<file path="config.mk">
export PLATFORM = sky130hd
export DESIGN_NAME = dsc_unit
export DESIGN_NICKNAME = d
export VERILOG_FILES = /design/src/hdl/dsc_pkg.sv /design/src/hdl/dsc_corr.sv /design/src/hdl/dsc_unit.sv
export VERILOG_INCLUDE_DIRS = /design/src /design/src/hdl
export SDC_FILE = /design/constraint.sdc
export NUM_CORES = 1
export LEC_CHECK = 0
export ABC_AREA = 1
export BUFFER_PORTS_ARGS = -buffer_cell sky130_fd_sc_hd__clkbuf_2
export CAP_MARGIN = 5
export CORE_ASPECT_RATIO = 1.2
export CORE_MARGIN = 3
export CORE_UTILIZATION = 57
export DETAILED_ROUTE_END_ITERATION = 8
export GPL_TIMING_DRIVEN = 0
export MAX_ROUTING_LAYER = met4
export PLACE_DENSITY_LB_ADDON = 0.3
export SLEW_MARGIN = 0
export SYNTH_ARGS = -nofsm -noshare
export SYNTH_HDL_FRONTEND = slang
export SYNTH_SLANG_ARGS = --single-unit
</file>
<file path="constraint.sdc">
create_clock -name core_clk_i -period 8.4 [get_ports core_clk_i]
set_input_delay 0.42 -clock core_clk_i [delete_from_list [all_inputs] [get_ports core_clk_i]]
set_output_delay 0.42 -clock core_clk_i [all_outputs]
set_load 0.01 [all_outputs]
</file>
<file path="src/hdl/dsc_cfg.svh">
// constants of the spreading code unit: register map, fields, timing
// assumes inclusion by bare name from every file that needs a figure
`ifndef DSC_CFG_SVH
`define DSC_CFG_SVH

// ************************************************************
// register byte offsets
// ************************************************************
`define DSC_OFF_TX_HI    12'h000
`define DSC_OFF_TX_LO    12'h004
`define DSC_OFF_RX_HI    12'h008
`define DSC_OFF_RX_LO    12'h00C
`define DSC_OFF_CTRL     12'h010
`define DSC_OFF_THRESH   12'h014
`define DSC_OFF_STATUS   12'h018

// ************************************************************
// field positions and reset values
// ************************************************************
`define DSC_CTRL_TXLEN_LO  5
`define DSC_CTRL_TXLEN_HI  6
`define DSC_CTRL_RXLEN_LO  2
`define DSC_CTRL_RXLEN_HI  3
`define DSC_CTRL_MODE_LO   0
`define DSC_CTRL_MODE_HI   1
`define DSC_CTRL_TXEN      7
`define DSC_RST_CODE       8'h00
`define DSC_RST_CTRL       8'h00
`define DSC_RST_THRESH     5'h0B

// ************************************************************
// length field mapping (chips per data bit)
// ************************************************************
`define DSC_LEN_SEL0       5'h0B
`define DSC_LEN_SEL1       5'h0D
`define DSC_LEN_SEL2       5'h0F
`define DSC_LEN_SEL3       5'h10
`define DSC_LEN_M7         5'h07
`define DSC_LEN_M15        5'h0F
`define DSC_LEN_MAX        5'h10

// ************************************************************
// m-sequence seeds and timing
// ************************************************************
`define DSC_SEED_M7        4'h4
`define DSC_SEED_M15       4'h8
`define DSC_CHIP_DIV       4'h2
`define DSC_LOSS_MAX       3'h4

`endif

</file>
<file path="src/hdl/dsc_pkg.sv">
// types of the spreading code unit
// assumes nothing beyond a systemverilog compiler
`default_nettype none

package dsc_pkg;
  // code source selection
  typedef enum logic [1:0] {DSC_PROG, DSC_M7, DSC_M15, DSC_PROG_ALT} dsc_mode_t;
  // receiver timing states
  typedef enum logic [0:0] {DSC_SEARCH, DSC_TRACK} dsc_rx_state_t;
endpackage : dsc_pkg

`default_nettype wire

</file>
<file path="src/hdl/dsc_corr.sv">
// one binary parallel matched filter over up to sixteen chips
// assumes hard-decision chips from logic on the same clock
`default_nettype none

`include "dsc_cfg.svh"

module dsc_corr
(
  // clock and reset
  input  wire logic       core_clk_i,
  input  wire logic       sys_rst_i,
  // chip stream
  input  wire logic       chip_i,
  input  wire logic       chip_vld_i,
  // reference
  input  wire logic [15:0] ref_i,
  input  wire logic [4:0]  len_i,
  // result
  output logic      [4:0]  match_o,
  output logic             match_vld_o
);

  logic [15:0] hist_q;   // chip history, newest in bit 0

  // ************************************************************
  // chip history
  // ************************************************************
  // shift in each new chip
  always_ff @(posedge core_clk_i or posedge sys_rst_i)
  begin
    if (sys_rst_i)
    begin
      hist_q <= 16'h0000;
    end
    else if (chip_vld_i)
    begin
      hist_q <= {hist_q[14:0], chip_i};
    end
  end

  // ************************************************************
  // all taps compared at once
  // ************************************************************
  // count agreeing taps inside the length, one cycle after a chip
  always_ff @(posedge core_clk_i or posedge sys_rst_i)
  begin
    if (sys_rst_i)
    begin
      match_o     <= 5'h00;
      match_vld_o <= 1'b0;
    end
    else
    begin
      match_vld_o <= chip_vld_i;
      if (chip_vld_i)
      begin
        match_o <= count_match({hist_q[14:0], chip_i}, ref_i, len_i);
      end
    end
  end

  // agreements over the low len taps
  function automatic logic [4:0] count_match(input logic [15:0] h,
                                             input logic [15:0] r,
                                             input logic [4:0]  n);
    logic [4:0] acc;
    acc = 5'h00;
    for (int k = 0; k < 16; k++)
    begin
      if ((5'(k) < n) && (h[k] == r[k]))
      begin
        acc = acc + 5'h01;
      end
    end
    return acc;
  endfunction

endmodule // dsc_corr

`default_nettype wire

</file>
<file path="src/hdl/dsc_unit.sv">
// spreading code unit: transmit spreader, receive i/q correlators, apb registers
// assumes apb master and the data source / modulator on core_clk_i
`default_nettype none

`include "dsc_cfg.svh"

// Overview of operation
// - data bit xored with chips, faster
// - chips leave at a constant rate
// - seven-chip m-sequence 0010111, poly 1+x2+x3
// - fifteen-chip m-sequence, poly 1+x3+x4
// - m-sequences from xor-feedback shift register
// - barker codes programmable, lengths eleven and thirteen
// - willard codes programmable by length
// - any pattern of eleven, thirteen, fifteen or sixteen chips
// - same sequence spreads every symbol
// - parallel load then serial shift out
// - transmit code in high and low bytes
// - receive code in its own byte pair
// - control bits five, six pick transmit length; bits two, three pick receive length
// - chips leave most significant first
// - short lengths drop the upper bits
// - separate i and q correlators
// - transmit and receive settings independent
// - parallel time-invariant matched filters
// - correlation peak declares acquisition and timing
// - tracking keeps reference aligned to received code
module dsc_unit
  import dsc_pkg::*;
(
  // clock and reset
  input  wire logic        core_clk_i,
  input  wire logic        sys_rst_i,
  // apb slave
  input  wire logic        psel,
  input  wire logic        penable,
  input  wire logic        pwrite,
  input  wire logic [11:0] paddr,
  input  wire logic [31:0] pwdata,
  output logic      [31:0] prdata,
  output logic             pready,
  output logic             pslverr,
  // transmit data source
  input  wire logic        tx_data_i,
  input  wire logic        tx_data_vld_i,
  output logic             tx_data_take_o,
  // transmit chips to modulator
  output logic             tx_chip_o,
  output logic             tx_chip_vld_o,
  output logic             tx_sym_start_o,
  // receive chips from i and q
  input  wire logic        rx_i_chip_i,
  input  wire logic        rx_q_chip_i,
  input  wire logic        rx_chip_vld_i,
  // receive results
  output logic             rx_acq_o,
  output logic             rx_sym_vld_o,
  output logic             rx_data_o
);
  import dsc_pkg::*;

  // ************************************************************
  // registers
  // ************************************************************
  logic [7:0]  tx_code_high_byte_q;   // upper eight transmit chips
  logic [7:0]  tx_code_low_byte_q;    // lower eight transmit chips
  logic [7:0]  rx_code_high_byte_q;   // upper eight reference chips
  logic [7:0]  rx_code_low_byte_q;    // lower eight reference chips
  logic [7:0]  spread_length_control_q; // lengths, mode, enable
  logic [4:0]  thresh_q;              // acquisition threshold
  logic        apb_wr;                // write takes effect
  logic        apb_setup;             // setup phase seen
  logic        addr_ok;               // mapped address
  logic [31:0] rd_mux;                // read data source

  // ************************************************************
  // transmit state
  // ************************************************************
  dsc_mode_t   mode;                  // selected source
  logic [4:0]  tx_len;                // chips per symbol
  logic [15:0] tx_code;               // programmed code
  logic [15:0] tx_sh_q;               // chip shift register
  logic [3:0]  lfsr_q;                // m-sequence state
  logic [4:0]  tx_cnt_q;              // chips left in symbol
  logic [3:0]  div_q;                 // chip rate divider
  logic        chip_tick;             // one chip period elapsed
  logic        tx_bit_q;              // data bit being spread
  logic        tx_run_q;              // symbol in progress
  logic        tx_chip;               // current chip
  logic [3:0]  lfsr_nx;               // next m-sequence state

  // ************************************************************
  // receive state
  // ************************************************************
  dsc_rx_state_t rx_st_q;             // search or track
  logic [4:0]  rx_len;                // reference length
  logic [4:0]  m_i, m_q;              // agreements per channel
  logic        m_vld;                 // agreements valid
  logic        pk_i, pk_q;            // peak on each channel
  logic        peak;                  // peak on either
  logic [4:0]  rx_cnt_q;              // chips since last symbol
  logic [2:0]  loss_q;                // missed peaks in a row

  // ************************************************************
  // apb slave
  // ************************************************************
  assign apb_setup = psel & ~penable;
  assign apb_wr    = psel & penable & pready & pwrite;
  assign addr_ok   = (paddr == `DSC_OFF_TX_HI) || (paddr == `DSC_OFF_TX_LO) ||
                     (paddr == `DSC_OFF_RX_HI) || (paddr == `DSC_OFF_RX_LO) ||
                     (paddr == `DSC_OFF_CTRL)  || (paddr == `DSC_OFF_THRESH) ||
                     (paddr == `DSC_OFF_STATUS);

  // read data selection
  always_comb
  begin
    case (paddr)
      `DSC_OFF_TX_HI:  rd_mux = {24'h000000, tx_code_high_byte_q};
      `DSC_OFF_TX_LO:  rd_mux = {24'h000000, tx_code_low_byte_q};
      `DSC_OFF_RX_HI:  rd_mux = {24'h000000, rx_code_high_byte_q};
      `DSC_OFF_RX_LO:  rd_mux = {24'h000000, rx_code_low_byte_q};
      `DSC_OFF_CTRL:   rd_mux = {24'h000000, spread_length_control_q};
      `DSC_OFF_THRESH: rd_mux = {27'h0, thresh_q};
      `DSC_OFF_STATUS: rd_mux = {29'h0, tx_run_q, rx_data_o, rx_acq_o};
      default:         rd_mux = 32'h00000000;
    endcase
  end

  // answer in the first access cycle
  always_ff @(posedge core_clk_i or posedge sys_rst_i)
  begin
    if (sys_rst_i)
    begin
      pready  <= 1'b0;
      pslverr <= 1'b0;
      prdata  <= 32'h00000000;
    end
    else
    begin
      pready  <= apb_setup;
      pslverr <= apb_setup & ~addr_ok;
      if (apb_setup)
      begin
        prdata <= pwrite ? 32'h00000000 : rd_mux;
      end
    end
  end

  // register writes, low byte lane only
  always_ff @(posedge core_clk_i or posedge sys_rst_i)
  begin
    if (sys_rst_i)
    begin
      tx_code_high_byte_q     <= `DSC_RST_CODE;
      tx_code_low_byte_q      <= `DSC_RST_CODE;
      rx_code_high_byte_q     <= `DSC_RST_CODE;
      rx_code_low_byte_q      <= `DSC_RST_CODE;
      spread_length_control_q <= `DSC_RST_CTRL;
      thresh_q                <= `DSC_RST_THRESH;
    end
    else if (apb_wr)
    begin
      case (paddr)
        `DSC_OFF_TX_HI:  tx_code_high_byte_q     <= pwdata[7:0];
        `DSC_OFF_TX_LO:  tx_code_low_byte_q      <= pwdata[7:0];
        `DSC_OFF_RX_HI:  rx_code_high_byte_q     <= pwdata[7:0];
        `DSC_OFF_RX_LO:  rx_code_low_byte_q      <= pwdata[7:0];
        `DSC_OFF_CTRL:   spread_length_control_q <= pwdata[7:0];
        `DSC_OFF_THRESH: thresh_q                <= pwdata[4:0];
        default:         ;                         // unmapped or status, ignored
      endcase
    end
  end

  // ************************************************************
  // length decode
  // ************************************************************
  // two-bit field to chip count
  function automatic logic [4:0] len_map(input logic [1:0] sel);
    case (sel)
      2'h0:    return `DSC_LEN_SEL0;
      2'h1:    return `DSC_LEN_SEL1;
      2'h2:    return `DSC_LEN_SEL2;
      default: return `DSC_LEN_SEL3;
    endcase
  endfunction

  assign mode    = dsc_mode_t'(spread_length_control_q[`DSC_CTRL_MODE_HI:`DSC_CTRL_MODE_LO]);
  assign tx_code = {tx_code_high_byte_q, tx_code_low_byte_q};

  // chips per symbol for the selected source
  always_comb
  begin
    case (mode)
      DSC_M7:  tx_len = `DSC_LEN_M7;
      DSC_M15: tx_len = `DSC_LEN_M15;
      default: tx_len = len_map(spread_length_control_q[`DSC_CTRL_TXLEN_HI:
                                                        `DSC_CTRL_TXLEN_LO]);
    endcase
  end

  assign rx_len = len_map(spread_length_control_q[`DSC_CTRL_RXLEN_HI:
                                                  `DSC_CTRL_RXLEN_LO]);

  // ************************************************************
  // chip timing
  // ************************************************************
  // fixed divider gives a constant chip rate
  always_ff @(posedge core_clk_i or posedge sys_rst_i)
  begin
    if (sys_rst_i)
    begin
      div_q <= 4'h0;
    end
    else if (chip_tick)
    begin
      div_q <= 4'h0;
    end
    else
    begin
      div_q <= div_q + 4'h1;
    end
  end

  assign chip_tick = (div_q == (`DSC_CHIP_DIV - 4'h1));

  // ************************************************************
  // code generators
  // ************************************************************
  // xor feedback, oldest chip in bit 0
  always_comb
  begin
    if (mode == DSC_M7)
    begin
      lfsr_nx = {1'b0, lfsr_q[1] ^ lfsr_q[0], lfsr_q[2:1]};
    end
    else
    begin
      lfsr_nx = {lfsr_q[1] ^ lfsr_q[0], lfsr_q[3:1]};
    end
  end

  // current chip: m-sequence output or top of the shift register
  assign tx_chip = ((mode == DSC_M7) || (mode == DSC_M15)) ? lfsr_q[0] : tx_sh_q[15];

  // symbol sequencer: take a bit, reload, shift out
  always_ff @(posedge core_clk_i or posedge sys_rst_i)
  begin
    if (sys_rst_i)
    begin
      tx_sh_q  <= 16'h0000;
      lfsr_q   <= 4'h0;
      tx_cnt_q <= 5'h00;
      tx_bit_q <= 1'b0;
      tx_run_q <= 1'b0;
    end
    else if (chip_tick)
    begin
      if (tx_cnt_q > 5'h01)
      begin
        // mid symbol: next chip
        tx_cnt_q <= tx_cnt_q - 5'h01;
        tx_sh_q  <= {tx_sh_q[14:0], 1'b0};
        lfsr_q   <= lfsr_nx;
      end
      else if (spread_length_control_q[`DSC_CTRL_TXEN] & tx_data_vld_i)
      begin
        // boundary: reload the same code for the next bit
        tx_cnt_q <= tx_len;
        tx_bit_q <= tx_data_i;
        tx_run_q <= 1'b1;
        tx_sh_q  <= tx_code << (`DSC_LEN_MAX - tx_len);
        lfsr_q   <= (mode == DSC_M7) ? `DSC_SEED_M7 : `DSC_SEED_M15;
      end
      else
      begin
        // idle: transmit disabled or no data waiting
        tx_cnt_q <= 5'h00;
        tx_run_q <= 1'b0;
      end
    end
  end

  // registered chip outputs, one strobe per chip
  always_ff @(posedge core_clk_i or posedge sys_rst_i)
  begin
    if (sys_rst_i)
    begin
      tx_chip_o      <= 1'b0;
      tx_chip_vld_o  <= 1'b0;
      tx_sym_start_o <= 1'b0;
      tx_data_take_o <= 1'b0;
    end
    else
    begin
      tx_chip_vld_o  <= chip_tick & tx_run_q;
      tx_chip_o      <= tx_bit_q ^ tx_chip;
      tx_sym_start_o <= chip_tick & (tx_cnt_q <= 5'h01) &
                        spread_length_control_q[`DSC_CTRL_TXEN] & tx_data_vld_i;
      tx_data_take_o <= chip_tick & (tx_cnt_q <= 5'h01) &
                        spread_length_control_q[`DSC_CTRL_TXEN] & tx_data_vld_i;
    end
  end

  // ************************************************************
  // receive correlators
  // ************************************************************
  dsc_corr u_corr_i
  (
    .core_clk_i  (core_clk_i),
    .sys_rst_i   (sys_rst_i),
    .chip_i      (rx_i_chip_i),
    .chip_vld_i  (rx_chip_vld_i),
    .ref_i       ({rx_code_high_byte_q, rx_code_low_byte_q}),
    .len_i       (rx_len),
    .match_o     (m_i),
    .match_vld_o (m_vld)
  );

  dsc_corr u_corr_q
  (
    .core_clk_i  (core_clk_i),
    .sys_rst_i   (sys_rst_i),
    .chip_i      (rx_q_chip_i),
    .chip_vld_i  (rx_chip_vld_i),
    .ref_i       ({rx_code_high_byte_q, rx_code_low_byte_q}),
    .len_i       (rx_len),
    .match_o     (m_q),
    .match_vld_o ()
  );

  // peak: strong agreement or strong disagreement (data one)
  assign pk_i = (m_i >= thresh_q) || ((rx_len - m_i) >= thresh_q);
  assign pk_q = (m_q >= thresh_q) || ((rx_len - m_q) >= thresh_q);
  assign peak = m_vld & (pk_i | pk_q);

  // ************************************************************
  // acquisition and tracking
  // ************************************************************
  // search for a peak, then expect one each symbol
  always_ff @(posedge core_clk_i or posedge sys_rst_i)
  begin
    if (sys_rst_i)
    begin
      rx_st_q      <= DSC_SEARCH;
      rx_cnt_q     <= 5'h00;
      loss_q       <= 3'h0;
      rx_acq_o     <= 1'b0;
      rx_sym_vld_o <= 1'b0;
      rx_data_o    <= 1'b0;
    end
    else
    begin
      rx_sym_vld_o <= 1'b0;
      case (rx_st_q)
        DSC_SEARCH:
        begin
          if (peak)
          begin
            // first peak: lock and fix symbol timing
            rx_st_q      <= DSC_TRACK;
            rx_acq_o     <= 1'b1;
            rx_cnt_q     <= 5'h00;
            loss_q       <= 3'h0;
            rx_sym_vld_o <= 1'b1;
            rx_data_o    <= (m_i < (rx_len >> 1));
          end
        end
        DSC_TRACK:
        begin
          if (m_vld)
          begin
            if (peak)
            begin
              // realign timing on every peak
              rx_cnt_q     <= 5'h00;
              loss_q       <= 3'h0;
              rx_sym_vld_o <= 1'b1;
              rx_data_o    <= (m_i < (rx_len >> 1));
            end
            else if (rx_cnt_q == (rx_len - 5'h01))
            begin
              // expected peak missing
              rx_cnt_q <= 5'h00;
              if (loss_q == (`DSC_LOSS_MAX - 3'h1))
              begin
                rx_st_q  <= DSC_SEARCH;
                rx_acq_o <= 1'b0;
              end
              else
              begin
                loss_q <= loss_q + 3'h1;
              end
            end
            else
            begin
              rx_cnt_q <= rx_cnt_q + 5'h01;
            end
          end
        end
        default:
        begin
          rx_st_q <= DSC_SEARCH;
        end
      endcase
    end
  end

endmodule // dsc_unit

`default_nettype wire

</file>
---- Yosys cells after proc, flatten, opt, wreduce, memory -nomap -nowiden ----
Cells that the tools add are included.
storage, ports and cells
  bits in registers ....................... 166
  output and inout port bits .............. 41
  word-level logic and storage cells ...... 326
operators by class
  add/subtract/negate cells ............... 38
  magnitude comparators ................... 23
  equal/unequal tests ..................... 54
  shift operators ......................... 1
  mux-type cells .......................... 106
  bitwise gates (word level) .............. 18
  reduce and logical (&&, ||, !) cells .... 57
operators by type and width
  cell                                                                     count
  5-bit two-way mux                                                        66
  5-bit by 1-bit adder with 5-bit output (second input constant)           31
  8-bit case mux with 7 select lines                                       1
  4-bit by 5-bit < comparator with 1-bit output (first input constant)     8
  12-bit by 5-bit equality test with 1-bit output (second input constant)  3
  1-bit equality test                                                      32
  1-bit logical AND                                                        32
  16-bit two-way mux                                                       2
  32-bit two-way mux                                                       1
  5-bit case mux with 3 select lines                                       2
  12-bit by 4-bit equality test with 1-bit output (second input constant)  2
  5-bit >= comparator                                                      4
  3-bit by 5-bit < comparator with 1-bit output (first input constant)     4
  4-bit two-way mux                                                        5
  5-bit case mux with 2 select lines                                       2
  2-bit AND reduction                                                      9
  1-bit two-way mux                                                        17
  16-bit by 5-bit << shifter with 16-bit output                            1
  3-bit two-way mux                                                        5
  12-bit by 3-bit equality test with 1-bit output (second input constant)  1
  12-bit zero test                                                         1
  1-bit AND                                                                11
  1-bit by 5-bit < comparator with 1-bit output (first input constant)     2
  2-bit by 5-bit < comparator with 1-bit output (first input constant)     2
  28 further kinds                                                         53

---- Depth between registers and ports, before layout ----
Gate-level depths: netlist of the first run.
  word-level depth ........................ 50
  mapped depth ............................ 53
  gate-level depth less buffers ........... 53

---- Cells and area by module ----
A second synthesis of the first run with hierarchy kept.
unflattened totals
  cells, all modules ...................... 2,028
  area, all modules ....................... 12,933.7 um2
modules (own cells, without submodules)
  module    times used  cells an instance  area an instance (um2)  sequential area each (um2)
  dsc_unit  1           962                6,897.9                 2,531.2
  dsc_corr  2           533                3,017.9                 525.5

---- Worst setup path after synthesis of the first run ----
Ideal clock, no wire load.
  path kind ............................... register -> register
  from .................................... register rx_code_low_byte_q[0]
  to ...................................... register u_corr_i.match_o[4]
  setup time .............................. 0.118 ns
  arrival time ............................ 7.173 ns
  setup slack ............................. 1.109 ns
  stages on the path, launching flop included .. 51
  cell sequence ........................... dfrtp_1 > inv_1 > nand2_1 > nand2_1 > inv_1 > ha_1 > inv_1 > nand3_2 > nand3_1 > o21ai_0 > a31oi_1 > ha_1 > or2_2 > and2_1 > xor2_1 > nand2_1 > nand2_1 > ha_1 > (+15 left out) > o21ai_1 > ha_1 > or2_2 > o21ai_0 > inv_1 > o21ai_0 > o22ai_1 > ha_1 > o21ai_0 > inv_1 > ha_1 > nand2_1 > nor2_1 > inv_1 > a21oi_1 > nand3_1 > nand3_1 > nand2_1
on the way
  longest elaborated chain between the ends .. 48
RTL lines
  element                                 RTL line         RTL
  from (decl)                             dsc_unit.sv:68   logic [7:0] rx_code_low_byte_q;
  from (signal assigned)                  dsc_unit.sv:157  rx_code_low_byte_q <= `DSC_RST_CODE;
  from (signal assigned)                  dsc_unit.sv:167  `DSC_OFF_RX_LO: rx_code_low_byte_q <= pwdata[7:0];
  1-bit equality test (*)                 dsc_corr.sv:70   if ((5'(k) < n) && (h[k] == r[k]))
  1-bit logical AND (*)                   dsc_corr.sv:70
  1-bit two-way mux (*)                   dsc_corr.sv:70
  5-bit two-way mux (*)                   dsc_corr.sv:55   if (chip_vld_i)
  5-bit by 1-bit adder with 5-bit output  dsc_corr.sv:72   acc = acc + 5'h01;
  5-bit two-way mux (*)                   dsc_corr.sv:70
  5-bit two-way mux (*)                   dsc_corr.sv:55
  5-bit by 1-bit adder with 5-bit output  dsc_corr.sv:72
  (+32 left out)                          -
  5-bit by 1-bit adder with 5-bit output  dsc_corr.sv:72
  5-bit two-way mux (*)                   dsc_corr.sv:70
  5-bit two-way mux (*)                   dsc_corr.sv:55
  5-bit by 1-bit adder with 5-bit output  dsc_corr.sv:72
  5-bit two-way mux (*)                   dsc_corr.sv:70
  5-bit two-way mux (*)                   dsc_corr.sv:55
  5-bit by 1-bit adder with 5-bit output  dsc_corr.sv:72
  5-bit two-way mux (*)                   dsc_corr.sv:70
  to (signal assigned)                    dsc_corr.sv:57   match_o <= count_match({hist_q[14:0], chip_i}, ref_i, len_i);
  to (decl)                               dsc_corr.sv:19   output logic [4:0] match_o,
Every way passes the cells marked *; elsewhere a longest branch is shown, timed or not. The select of a mux whose other input is x is not followed.
A chain may end at the register's enable or synchronous reset.

---- Final worst setup path of the first run ----
Same ends and word-level chain as after synthesis.

==> results.py, run 1 <==
metrics = {
    "synth": {
        "yosysMostFrequentCell": "nand2_1",
        "synth_edf_count": 0,
        "synth.cell_area_um2": 11900,
        "synth_simple_gate_area_share_pct": 33.3,
        "netlist_instances": 1743,
        "synth_mux_area_share_pct": 0.0844,
        "synth_xor_area_share_pct": 3.08,
        "synth-seq-cells": 142,
        "synth_top_family_by_area": "simple AND/OR/NAND/NOR gates",
        "synth_compound_area_share_pct": 13.2,
        "synth_top_cell_by_area": "dfrtp_1",
        "async_flop_share_pct": 100,
        "ys_warn_count": 0,
        "yosys.area.top_type_share_pct": 29.3,
        "yosys.area_share.adder_pct": 8.46,
        "ys_seq_area_share_pct": 30.0,
        "avgSynthCellArea_um2": 6.80,
        "synthTopCellsByCount": "nand2_1 (484), inv_1 (286), dfrtp_1 (139)",
        "ys_top_cells_by_area": "dfrtp_1 (29%), nand2_1 (15%), inv_1 (9.1%)",
        "synthFlopType": "dfrtp_1",
        "ys_types": 55,
    },
    "global_routing": {
        "antenna_found_initial": 0,
        "track_usage_pct": 28.4,
        "overflow": 0,
        "grt_max_degree": 73,
        "grt_pass1_wl_mm": 50.2,
        "grt_pass1_vias": 10800,
    },
    "worst_setup_path": {
        "startpoint": "rx_code_low_byte_q[0]$_DFFE_PP0P_",
        "critical_path_arrival_ns": 8.12,
        "slowest_stage": "dfrtp_1",
        "path_max_fanout": 4,
        "critPathMaxStageDelay_ns": 0.42,
        "r2r_start": "rx_code_low_byte_q[0]$_DFFE_PP0P_",
        "cp_common_cell": "nand2_1",
        "cp-end-kind": "flip-flop",
        "reg2reg_to": "u_corr_i.match_o[4]$_DFFE_PP0P_",
        "reg2reg_slack_ns": 0.58,
        "worstPathRequired_ns": 8.71,
        "startpoint_type": "flip-flop",
        "reg2reg_depth": 50,
        "path_class": "reg2reg",
    },
    "clock_tree": {
        "htreeDepth": 4,
        "cts_sinks": 142,
        "path_clk_slew_ns": 0.06,
        "insertion_delay_ns": 0.42,
        "cts_hold_buf": 0,
        "tritoncts": "yes",
        "cts_buffer_depth": 2,
        "numCtsBuffers": 17,
        "ctsRootBufferMaster": "clkbuf_16",
    },
    "route": {
        "wire_per_inst_um": 14.2,
        "via_count": 11400,
        "viasPerCell": 5.37,
        "drc": 0,
        "first_pass_iters": 6,
        "drtAntennaViolNets": 0,
        "wl_mm": 30.1,
        "drt-initial-drc-count": 742,
    },
    "power_and_ir_drop": {
        "combinationalPowerShare_pct": 57.2,
        "pwr_density_cell_nw_per_um2": 293,
        "clkPwrFrac_pct": 22.3,
        "sw_frac_of_total_pct": 44.9,
        "p_int_mw": 2.14,
        "leakage_nw": 7.18,
        "p_sw_mw": 1.75,
        "seqPwrFrac_pct": 20.5,
        "peakVddDrop_mv": 0.135,
    },
    "timing": {
        "post-route-period-util_pct": 93.0,
        "relSlewSlack_pct": 33.6,
        "finClkSkew_ns": 0.00642,
        "fin_setup_tns_ns": 0,
        "worstMarginPinSlew_ns": 0.988,
        "fin_crit_ns": 7.82,
        "rsz0062_at_grt": "no",
        "setup_violations": 0,
        "drv_slew": 0,
        "hold_viol": 0,
        "max_freq_mhz": 128,
    },
    "floorplanning": {
        "die_h_um": 164,
        "coreArea_um2": 20300,
        "die-area_um2": 22600,
        "io_pins": 95,
        "die_w_um": 138,
        "initial_core_util_pct": 58.3,
        "std_cell_rows": 57,
    },
    "place": {
        "io_buffers": 46,
        "hpwl_mm": 23.6,
        "gp_congestion": 0.965,
        "postPlaceCellArea_um2": 12500,
    },
    "outcome": {
        "status": "finished, final reports clean",
    },
    "finish": {
        "area_growth_pct": 11.9,
        "diodes": 0,
        "layout-drive-gt1-share_pct": 11.9,
        "final_cell_area_um2": 13300,
        "fin_nets": 1970,
        "n_fill_cell": 1788,
    },
    "hold_path": {
        "min_path_type": "in2async",
    },
    "flow_run": {
        "maxCapViolCount": 0,
    },
}
## worst max-delay path by stage
stage / to / slack [ns] / cells after the start
after floorplan: u_corr_i.match_o[4]$_DFFE_PP0P_ / 1.11 / 50
after global routing: u_corr_i.match_o[4]$_DFFE_PP0P_ / 0.02 / 50
after global placement: u_corr_i.match_o[4]$_DFFE_PP0P_ / 0.49 / 50
final: u_corr_i.match_o[4]$_DFFE_PP0P_ / 0.58 / 50
after detailed placement: u_corr_i.match_o[4]$_DFFE_PP0P_ / 0.33 / 50
after CTS: u_corr_i.match_o[4]$_DFFE_PP0P_ / 0.28 / 50
## repair_timing
action | CTS | global route
setup buffers | 0 | 5
endpoints found under the setup margin | 0 | 5
gates resized for setup | 0 | 9
## kinds of logic after synthesis
kind of cell,after synthesis
flip-flops,142
AO/OA/AOI/OAI,269
XOR/XNOR,40
buffers and inverters,348
AND/OR/NAND/NOR,863
adder cells (fa/ha/maj),79
multiplexers,1
other,1
## per-layer routing
| metal | GRT usage [%] | wire length, um |
|---|---|---|
| met5 | - | 0 |
| met1 | 32.1 | 12400 |
| met3 | 3.43 | 1260 |
| met2 | 51.2 | 15500 |
| met4 | 10.3 | 965 |
## power by group through the flow
stage | registers, mW | logic (mW) | clock network, mW
final | 0.796 | 2.23 | 0.868
after global routing | 0.803 | 2.60 | 0.903
after CTS | 0.795 | 2.19 | 0.870
after detailed placement | 0.805 | 2.17 | 0
after global placement | 0.804 | 2.08 | 0
after floorplan | 0.792 | 1.80 | 0
## metrics by stage
stage	std cells	setup WS (ns)	power (mW)	utilization (%)	hold WS, ns
after detailed placement	2078	0.330	2.98	61.7	0.470
after global placement	2077	0.487	2.89	61.5	0.459
after global routing	2114	0.0246	4.31	65.3	0.129
final	2114	0.585	3.89	65.3	0.0948
after CTS	2109	0.279	3.85	65.0	0.127
after floorplan	1766	1.11	2.59	-	0.442
## sequential cells by signal, summed over array words and instances (netlist names), 8 cells and up
name	count
rx_code_high_byte_q	8
spread_length_control_q	8
tx_code_low_byte_q	8
tx_code_high_byte_q	8
tx_sh_q	16
rx_code_low_byte_q	8
u_corr_i.hist_q	15
prdata	8
u_corr_q.hist_q	15
## cell type report
class                   instances  area (um^2)  area share, %
inverters                     300         1130           8.52
plain buffers                  48          275           2.07
clock inverters                13          235           1.77
well taps                     265          332           2.50
multi-input cells            1276         7010           52.8
flip-flops and latches        142         3560           26.8
clock buffers                  18          439           3.31
repair buffers                 52          295           2.22
## critical path, delay by kind of cell (launching register included)
| kind | cells | cell delay, ns |
|---|---|---|
| AND/OR/NAND/NOR | 21 | 2.95 |
| adder cells (fa/ha/maj) | 8 | 1.96 |
| AO/OA/AOI/OAI | 12 | 1.58 |
| buffers and inverters | 7 | 0.55 |
| flip-flops | 1 | 0.42 |
| XOR/XNOR | 2 | 0.22 |
## cell usage in the layout, fill, tap and decap left out, types with 10 or more instances in the layout
master	Yosys	routed
nand3_2	17	18
nand2_2	29	29
o22ai_1	21	21
o21ai_0	138	135
or2_2	10	10
o21ai_1	11	13
nand2_1	484	484
xnor2_1	22	22
dfrtp_1	139	139
ha_1	77	76
nand2_4	22	22
clkbuf_1	22	22
nand3_1	127	126
clkbuf_16	0	17
inv_2	8	10
nor2_1	123	122
clkbuf_2	0	46
conb_1	1	24
inv_1	286	283
buf_4	25	30
xor2_1	16	16
nor3_1	19	19
a21oi_1	32	32
o21a_1	10	10
No activity file was read; power rests on OpenSTA's default activity.
==> inputs of run 2 (changes only) <==
- clock period: 8.4 -> 7.9 ns (I/O delays scaled with it)
==> results.py, run 2 (synthesized netlist as in run 1, its figures left out) <==
metrics = {
    "outcome": {
        "status": "finished, final reports clean",
    },
    "floorplanning": {
        "die_w_um": 138,
        "coreArea_um2": 20300,
        "std_cell_rows": 57,
        "die_h_um": 164,
        "io_pins": 95,
        "initial_core_util_pct": 58.3,
        "die-area_um2": 22600,
    },
    "clock_tree": {
        "insertion_delay_ns": 0.42,
        "path_clk_slew_ns": 0.06,
        "cts_buffer_depth": 2,
        "numCtsBuffers": 17,
        "ctsRootBufferMaster": "clkbuf_16",
        "cts_sinks": 142,
        "htreeDepth": 4,
        "tritoncts": "yes",
    },
    "global_routing": {
        "overflow": 0,
        "track_usage_pct": 28.5,
        "grt_pass1_wl_mm": 50.3,
        "grt_max_degree": 73,
        "grt_pass1_vias": 10900,
        "antenna_found_initial": 0,
    },
    "worst_setup_path": {
        "cp-end-kind": "flip-flop",
        "startpoint_type": "flip-flop",
        "path_max_fanout": 4,
        "reg2reg_depth": 50,
        "r2r_start": "rx_code_low_byte_q[0]$_DFFE_PP0P_",
        "slowest_stage": "dfrtp_1",
        "critical_path_arrival_ns": 7.79,
        "startpoint": "rx_code_low_byte_q[0]$_DFFE_PP0P_",
        "worstPathRequired_ns": 8.21,
        "critPathMaxStageDelay_ns": 0.42,
        "path_class": "reg2reg",
    },
    "route": {
        "wire_per_inst_um": 14.4,
        "first_pass_iters": 5,
        "wl_mm": 30.4,
        "drt-initial-drc-count": 714,
        "drc": 0,
        "viasPerCell": 5.39,
        "via_count": 11400,
        "drtAntennaViolNets": 0,
    },
    "timing": {
        "hold_viol": 0,
        "finClkSkew_ns": 0.00800,
        "max_freq_mhz": 134,
        "worstMarginPinSlew_ns": 0.972,
        "holdWs_ns": 0.0679,
        "relSlewSlack_pct": 34.7,
        "drv_slew": 0,
        "fin_setup_tns_ns": 0,
        "fin_crit_ns": 7.48,
        "setup_violations": 0,
        "post-route-period-util_pct": 94.7,
    },
    "power_and_ir_drop": {
        "pwr_density_cell_nw_per_um2": 316,
        "peakVddDrop_mv": 0.145,
        "leakage_nw": 7.22,
    },
    "finish": {
        "final_common_cell": "nand2_1",
        "largest_reg_flops": 16,
        "area_growth_pct": 12.8,
        "diodes": 0,
        "n_fill_cell": 1773,
        "regMostFlops": "tx_sh_q",
        "reg_top3": "tx_sh_q (16), u_corr_i.hist_q (15), u_corr_q.hist_q (15)",
        "layout_common_cells": "nand2_1 (480), inv_1 (282), dfrtp_1 (139), o21ai_0 (130), nand3_1 (125)",
        "fin_nets": 1976,
        "layout-drive-gt1-share_pct": 12.9,
    },
    "place": {
        "gp_congestion": 0.965,
        "hpwl_mm": 23.6,
        "io_buffers": 46,
    },
    "hold_path": {
        "min_path_type": "in2async",
    },
    "flow_run": {
        "maxCapViolCount": 0,
    },
}
run 2: final timing paths:
check / slack (ns) / to
min in group core_clk_i: 0.13 / u_corr_i.match_vld_o$_DFF_PP0_
worst max register to register: 0.42 / u_corr_i.match_o[4]$_DFFE_PP0P_
worst max-delay path: 0.42 / u_corr_i.match_o[4]$_DFFE_PP0P_
worst min-delay path: 0.07 / tx_code_low_byte_q[7]$_DFFE_PP0P_
worst min register to register: 0.48 / tx_chip_o$_DFF_PP0_
max in group asynchronous: 7.01 / thresh_q[3]$_DFFE_PP1P_
run 2: repair_timing:
action                     in CTS  in global routing
setup endpoints to repair       4                  8
buffers inserted                5                  6
resized for setup               5                 26
pin swaps                       2                 12
hold buffers                    0                  0
run 2: worst max-delay path: cells and delay by family, from the launching register on:
family / cells / cell delay [ns]
xor gates and xnor gates: 2 / 0.25
DFF: 1 / 0.42
adders and majority gates: 8 / 2.03
AOI/OAI and AO/OA: 12 / 1.38
and+or+nand+nor: 21 / 2.77
buffers and inverters: 7 / 0.50
run 2: per-layer routing:
| metal | wire (um) | up-vias | GRT usage, % |
|---|---|---|---|
| li1 | - | 5747 | - |
| met1 | 12500 | 5296 | 32.1 |
| met2 | 15700 | 311 | 51.3 |
| met3 | 1230 | 83 | 3.43 |
| met4 | 1030 | 0 | 10.3 |
| met5 | 0 | - | - |
run 2: power breakdown:
group / switching [mW] / leakage, nW / total (mW) / internal, mW
sequential: 0.0578 / 1.88 / 0.847 / 0.789
combinational: 1.52 / 5.02 / 2.45 / 0.930
clock: 0.319 / 0.323 / 0.921 / 0.602
run 2: cell type report:
cell class	instances	area, um^2	share of cell area (%)
buffer	48	275	2.06
clock buffer	18	439	3.28
clock inverter	13	235	1.76
inverter	300	1130	8.46
multi-input combinational	1276	7070	52.8
sequential	142	3560	26.6
tap	265	332	2.48
timing repair buffer	58	340	2.54
run 2: metrics by stage:
step	util (%)	setup WS (ns)	cell area (um^2)	cells	power, mW
floorplan	-	0.609	11900	1766	2.75
global placement	61.5	-0.0132	12500	2077	3.07
detailed placement	61.7	-0.170	12500	2078	3.16
CTS	65.2	0.0363	13300	2114	4.10
global route	65.8	-0.0654	13400	2120	4.66
finish	65.8	0.421	13400	2120	4.22
==> inputs of run 3 (changes only) <==
- SYNTH_HIERARCHICAL: default -> 1
==> results.py, run 3 <==
metrics = {
    "flow_run": {
        "maxCapViolCount": 0,
    },
    "worst_setup_path": {
        "r2r_start": "spread_length_control_q[3]$_DFFE_PP0P_",
        "worstPathRequired_ns": 8.22,
        "reg2reg_to": "u_corr_i/match_o[4]$_DFFE_PP0P_",
        "critPathMaxStageDelay_ns": 0.45,
        "critical_path_arrival_ns": 8.13,
        "path_max_fanout": 5,
        "path_class": "reg2reg",
        "cp_common_cell": "ha_1",
        "cp-end-kind": "flip-flop",
        "slowest_stage": "dfrtp_2",
        "reg2reg_depth": 52,
        "startpoint_type": "flip-flop",
        "reg2reg_slack_ns": 0.09,
    },
    "route": {
        "viasPerCell": 5.47,
        "drtAntennaViolNets": 0,
        "drc": 0,
        "via_count": 13600,
        "first_pass_iters": 6,
        "drt-initial-drc-count": 979,
        "wl_mm": 36.8,
        "wire_per_inst_um": 14.8,
    },
    "place": {
        "pre_cts_slack_ns": -1.16,
        "hpwl_mm": 25.2,
        "io_buffers": 46,
        "gp_congestion": 0.958,
    },
    "finish": {
        "reg_top3": "tx_sh_q (16), u_corr_i/hist_q (15), u_corr_q/hist_q (15)",
        "layout-drive-gt1-share_pct": 21.4,
        "layout_common_cells": "nand2_1 (578), inv_1 (297), nand3_1 (198), nor2_1 (163), dfrtp_1 (137)",
        "final_common_cell": "nand2_1",
        "fin_nets": 2329,
        "largest_reg_flops": 16,
        "diodes": 0,
        "regMostFlops": "tx_sh_q",
        "area_growth_pct": 20.8,
    },
    "timing": {
        "fin_ws_ns": 0.0919,
        "hold_viol": 0,
        "drv_slew": 0,
        "post-route-period-util_pct": 98.8,
        "fin_crit_ns": 7.81,
        "finClkSkew_ns": 0.00903,
        "worstMarginPinSlew_ns": 0.958,
        "max_freq_mhz": 128,
        "rsz0062_at_grt": "yes",
        "setup_violations": 0,
        "fin_setup_tns_ns": 0,
        "relSlewSlack_pct": 35.5,
    },
    "synth": {
        "synth.cell_area_um2": 12900,
        "avgSynthCellArea_um2": 6.37,
        "ys_warn_count": 6,
        "netlist_instances": 2027,
    },
    "clock_tree": {
        "insertion_delay_ns": 0.43,
        "numCtsBuffers": 17,
        "path_clk_slew_ns": 0.06,
        "tritoncts": "yes",
        "htreeDepth": 4,
        "ctsRootBufferMaster": "clkbuf_16",
        "cts_sinks": 142,
        "cts_buffer_depth": 2,
    },
    "power_and_ir_drop": {
        "power_mw": 4.96,
        "leakage_nw": 8.65,
        "pwr_density_cell_nw_per_um2": 318,
        "peakVddDrop_mv": 0.178,
    },
    "floorplanning": {
        "die_h_um": 171,
        "std_cell_rows": 59,
        "die_w_um": 143,
        "initial_core_util_pct": 58.7,
        "io_pins": 95,
        "coreArea_um2": 22000,
        "die-area_um2": 24500,
    },
    "global_routing": {
        "grt_pass1_vias": 12400,
        "grt_max_degree": 63,
        "track_usage_pct": 29.1,
        "antenna_found_initial": 0,
        "overflow": 0,
        "grt_pass1_wl_mm": 56.8,
    },
    "hold_path": {
        "min_path_type": "in2async",
    },
    "outcome": {
        "status": "finished, final reports clean",
    },
}
-- run 3: area by class of cell --
type | instances | area (um^2)
multi-input combinational | 1523 | 8540
fill | 1773 | 6410
sequential | 142 | 3560
inverter | 330 | 1250
timing repair buffer | 122 | 841
clock buffer | 18 | 439
buffer | 55 | 407
tap | 274 | 343
clock inverter | 14 | 205
timing repair inverter | 1 | 5.00
-- run 3: timing repair --
item / in CTS / in global routing
setup endpoints to repair: 8 / 8
gates cloned: 1 / 0
buffers inserted: 53 / 28
hold buffers: 0 / 0
pin swaps: 25 / 115
resized for setup: 27 / 161
-- run 3: stage by stage --
stage | cell area (um^2) | utilization, % | hold slack, ns | cells
6_report | 15600 | 70.9 | 0.0348 | 2479
4_1_cts | 14800 | 67.3 | 0.0621 | 2457
3_5_place_dp | 13700 | 62.2 | 0.460 | 2371
2_1_floorplan | 13100 | - | 0.359 | 2050
3_3_place_gp | 13700 | 62.1 | 0.453 | 2370
5_1_grt | 15600 | 70.9 | 0.0662 | 2479
-- run 3: critical path: cells and delay by family, from the launching register on --
| family | cells | cell delay [ns] |
|---|---|---|
| adder cells (fa/ha/maj) | 10 | 2.58 |
| AO/OA/AOI/OAI | 10 | 1.38 |
| XOR/XNOR | 3 | 0.33 |
| buffers and inverters | 6 | 0.49 |
| flip-flops | 1 | 0.45 |
| AND/OR/NAND/NOR | 23 | 2.43 |
-- run 3: how the worst max path moves through the flow --
stage	startpoint	endpoint	slack, ns	depth (start not counted)
2_1_floorplan	spread_length_control_q[2]$_DFFE_PP0P_	u_corr_i/match_o[4]$_DFFE_PP0P_	0.02	51
3_3_place_gp	spread_length_control_q[2]$_DFFE_PP0P_	u_corr_i/match_o[4]$_DFFE_PP0P_	-0.94	51
3_5_place_dp	spread_length_control_q[2]$_DFFE_PP0P_	u_corr_i/match_o[4]$_DFFE_PP0P_	-1.16	51
4_1_cts	spread_length_control_q[2]$_DFFE_PP0P_	u_corr_i/match_o[4]$_DFFE_PP0P_	0.003	52
5_1_grt	spread_length_control_q[3]$_DFFE_PP0P_	u_corr_i/match_o[4]$_DFFE_PP0P_	-0.34	52
6_report	spread_length_control_q[3]$_DFFE_PP0P_	u_corr_i/match_o[4]$_DFFE_PP0P_	0.09	52
-- run 3: layer usage --
metal | up-vias | wire length, um | GRT usage [%]
met2 | 503 | 18800 | 51.0
met4 | 0 | 1500 | 11.5
met5 | - | 0 | -
met1 | 6280 | 14500 | 33.9
li1 | 6654 | - | -
met3 | 135 | 1960 | 3.24
-- run 3: power breakdown --
group          internal (mW)  switching (mW)  total (mW)  leakage (nW)
clock                  0.544           0.341       0.885         0.307
combinational           1.35            1.88        3.23          6.46
sequential             0.778          0.0627       0.841          1.88
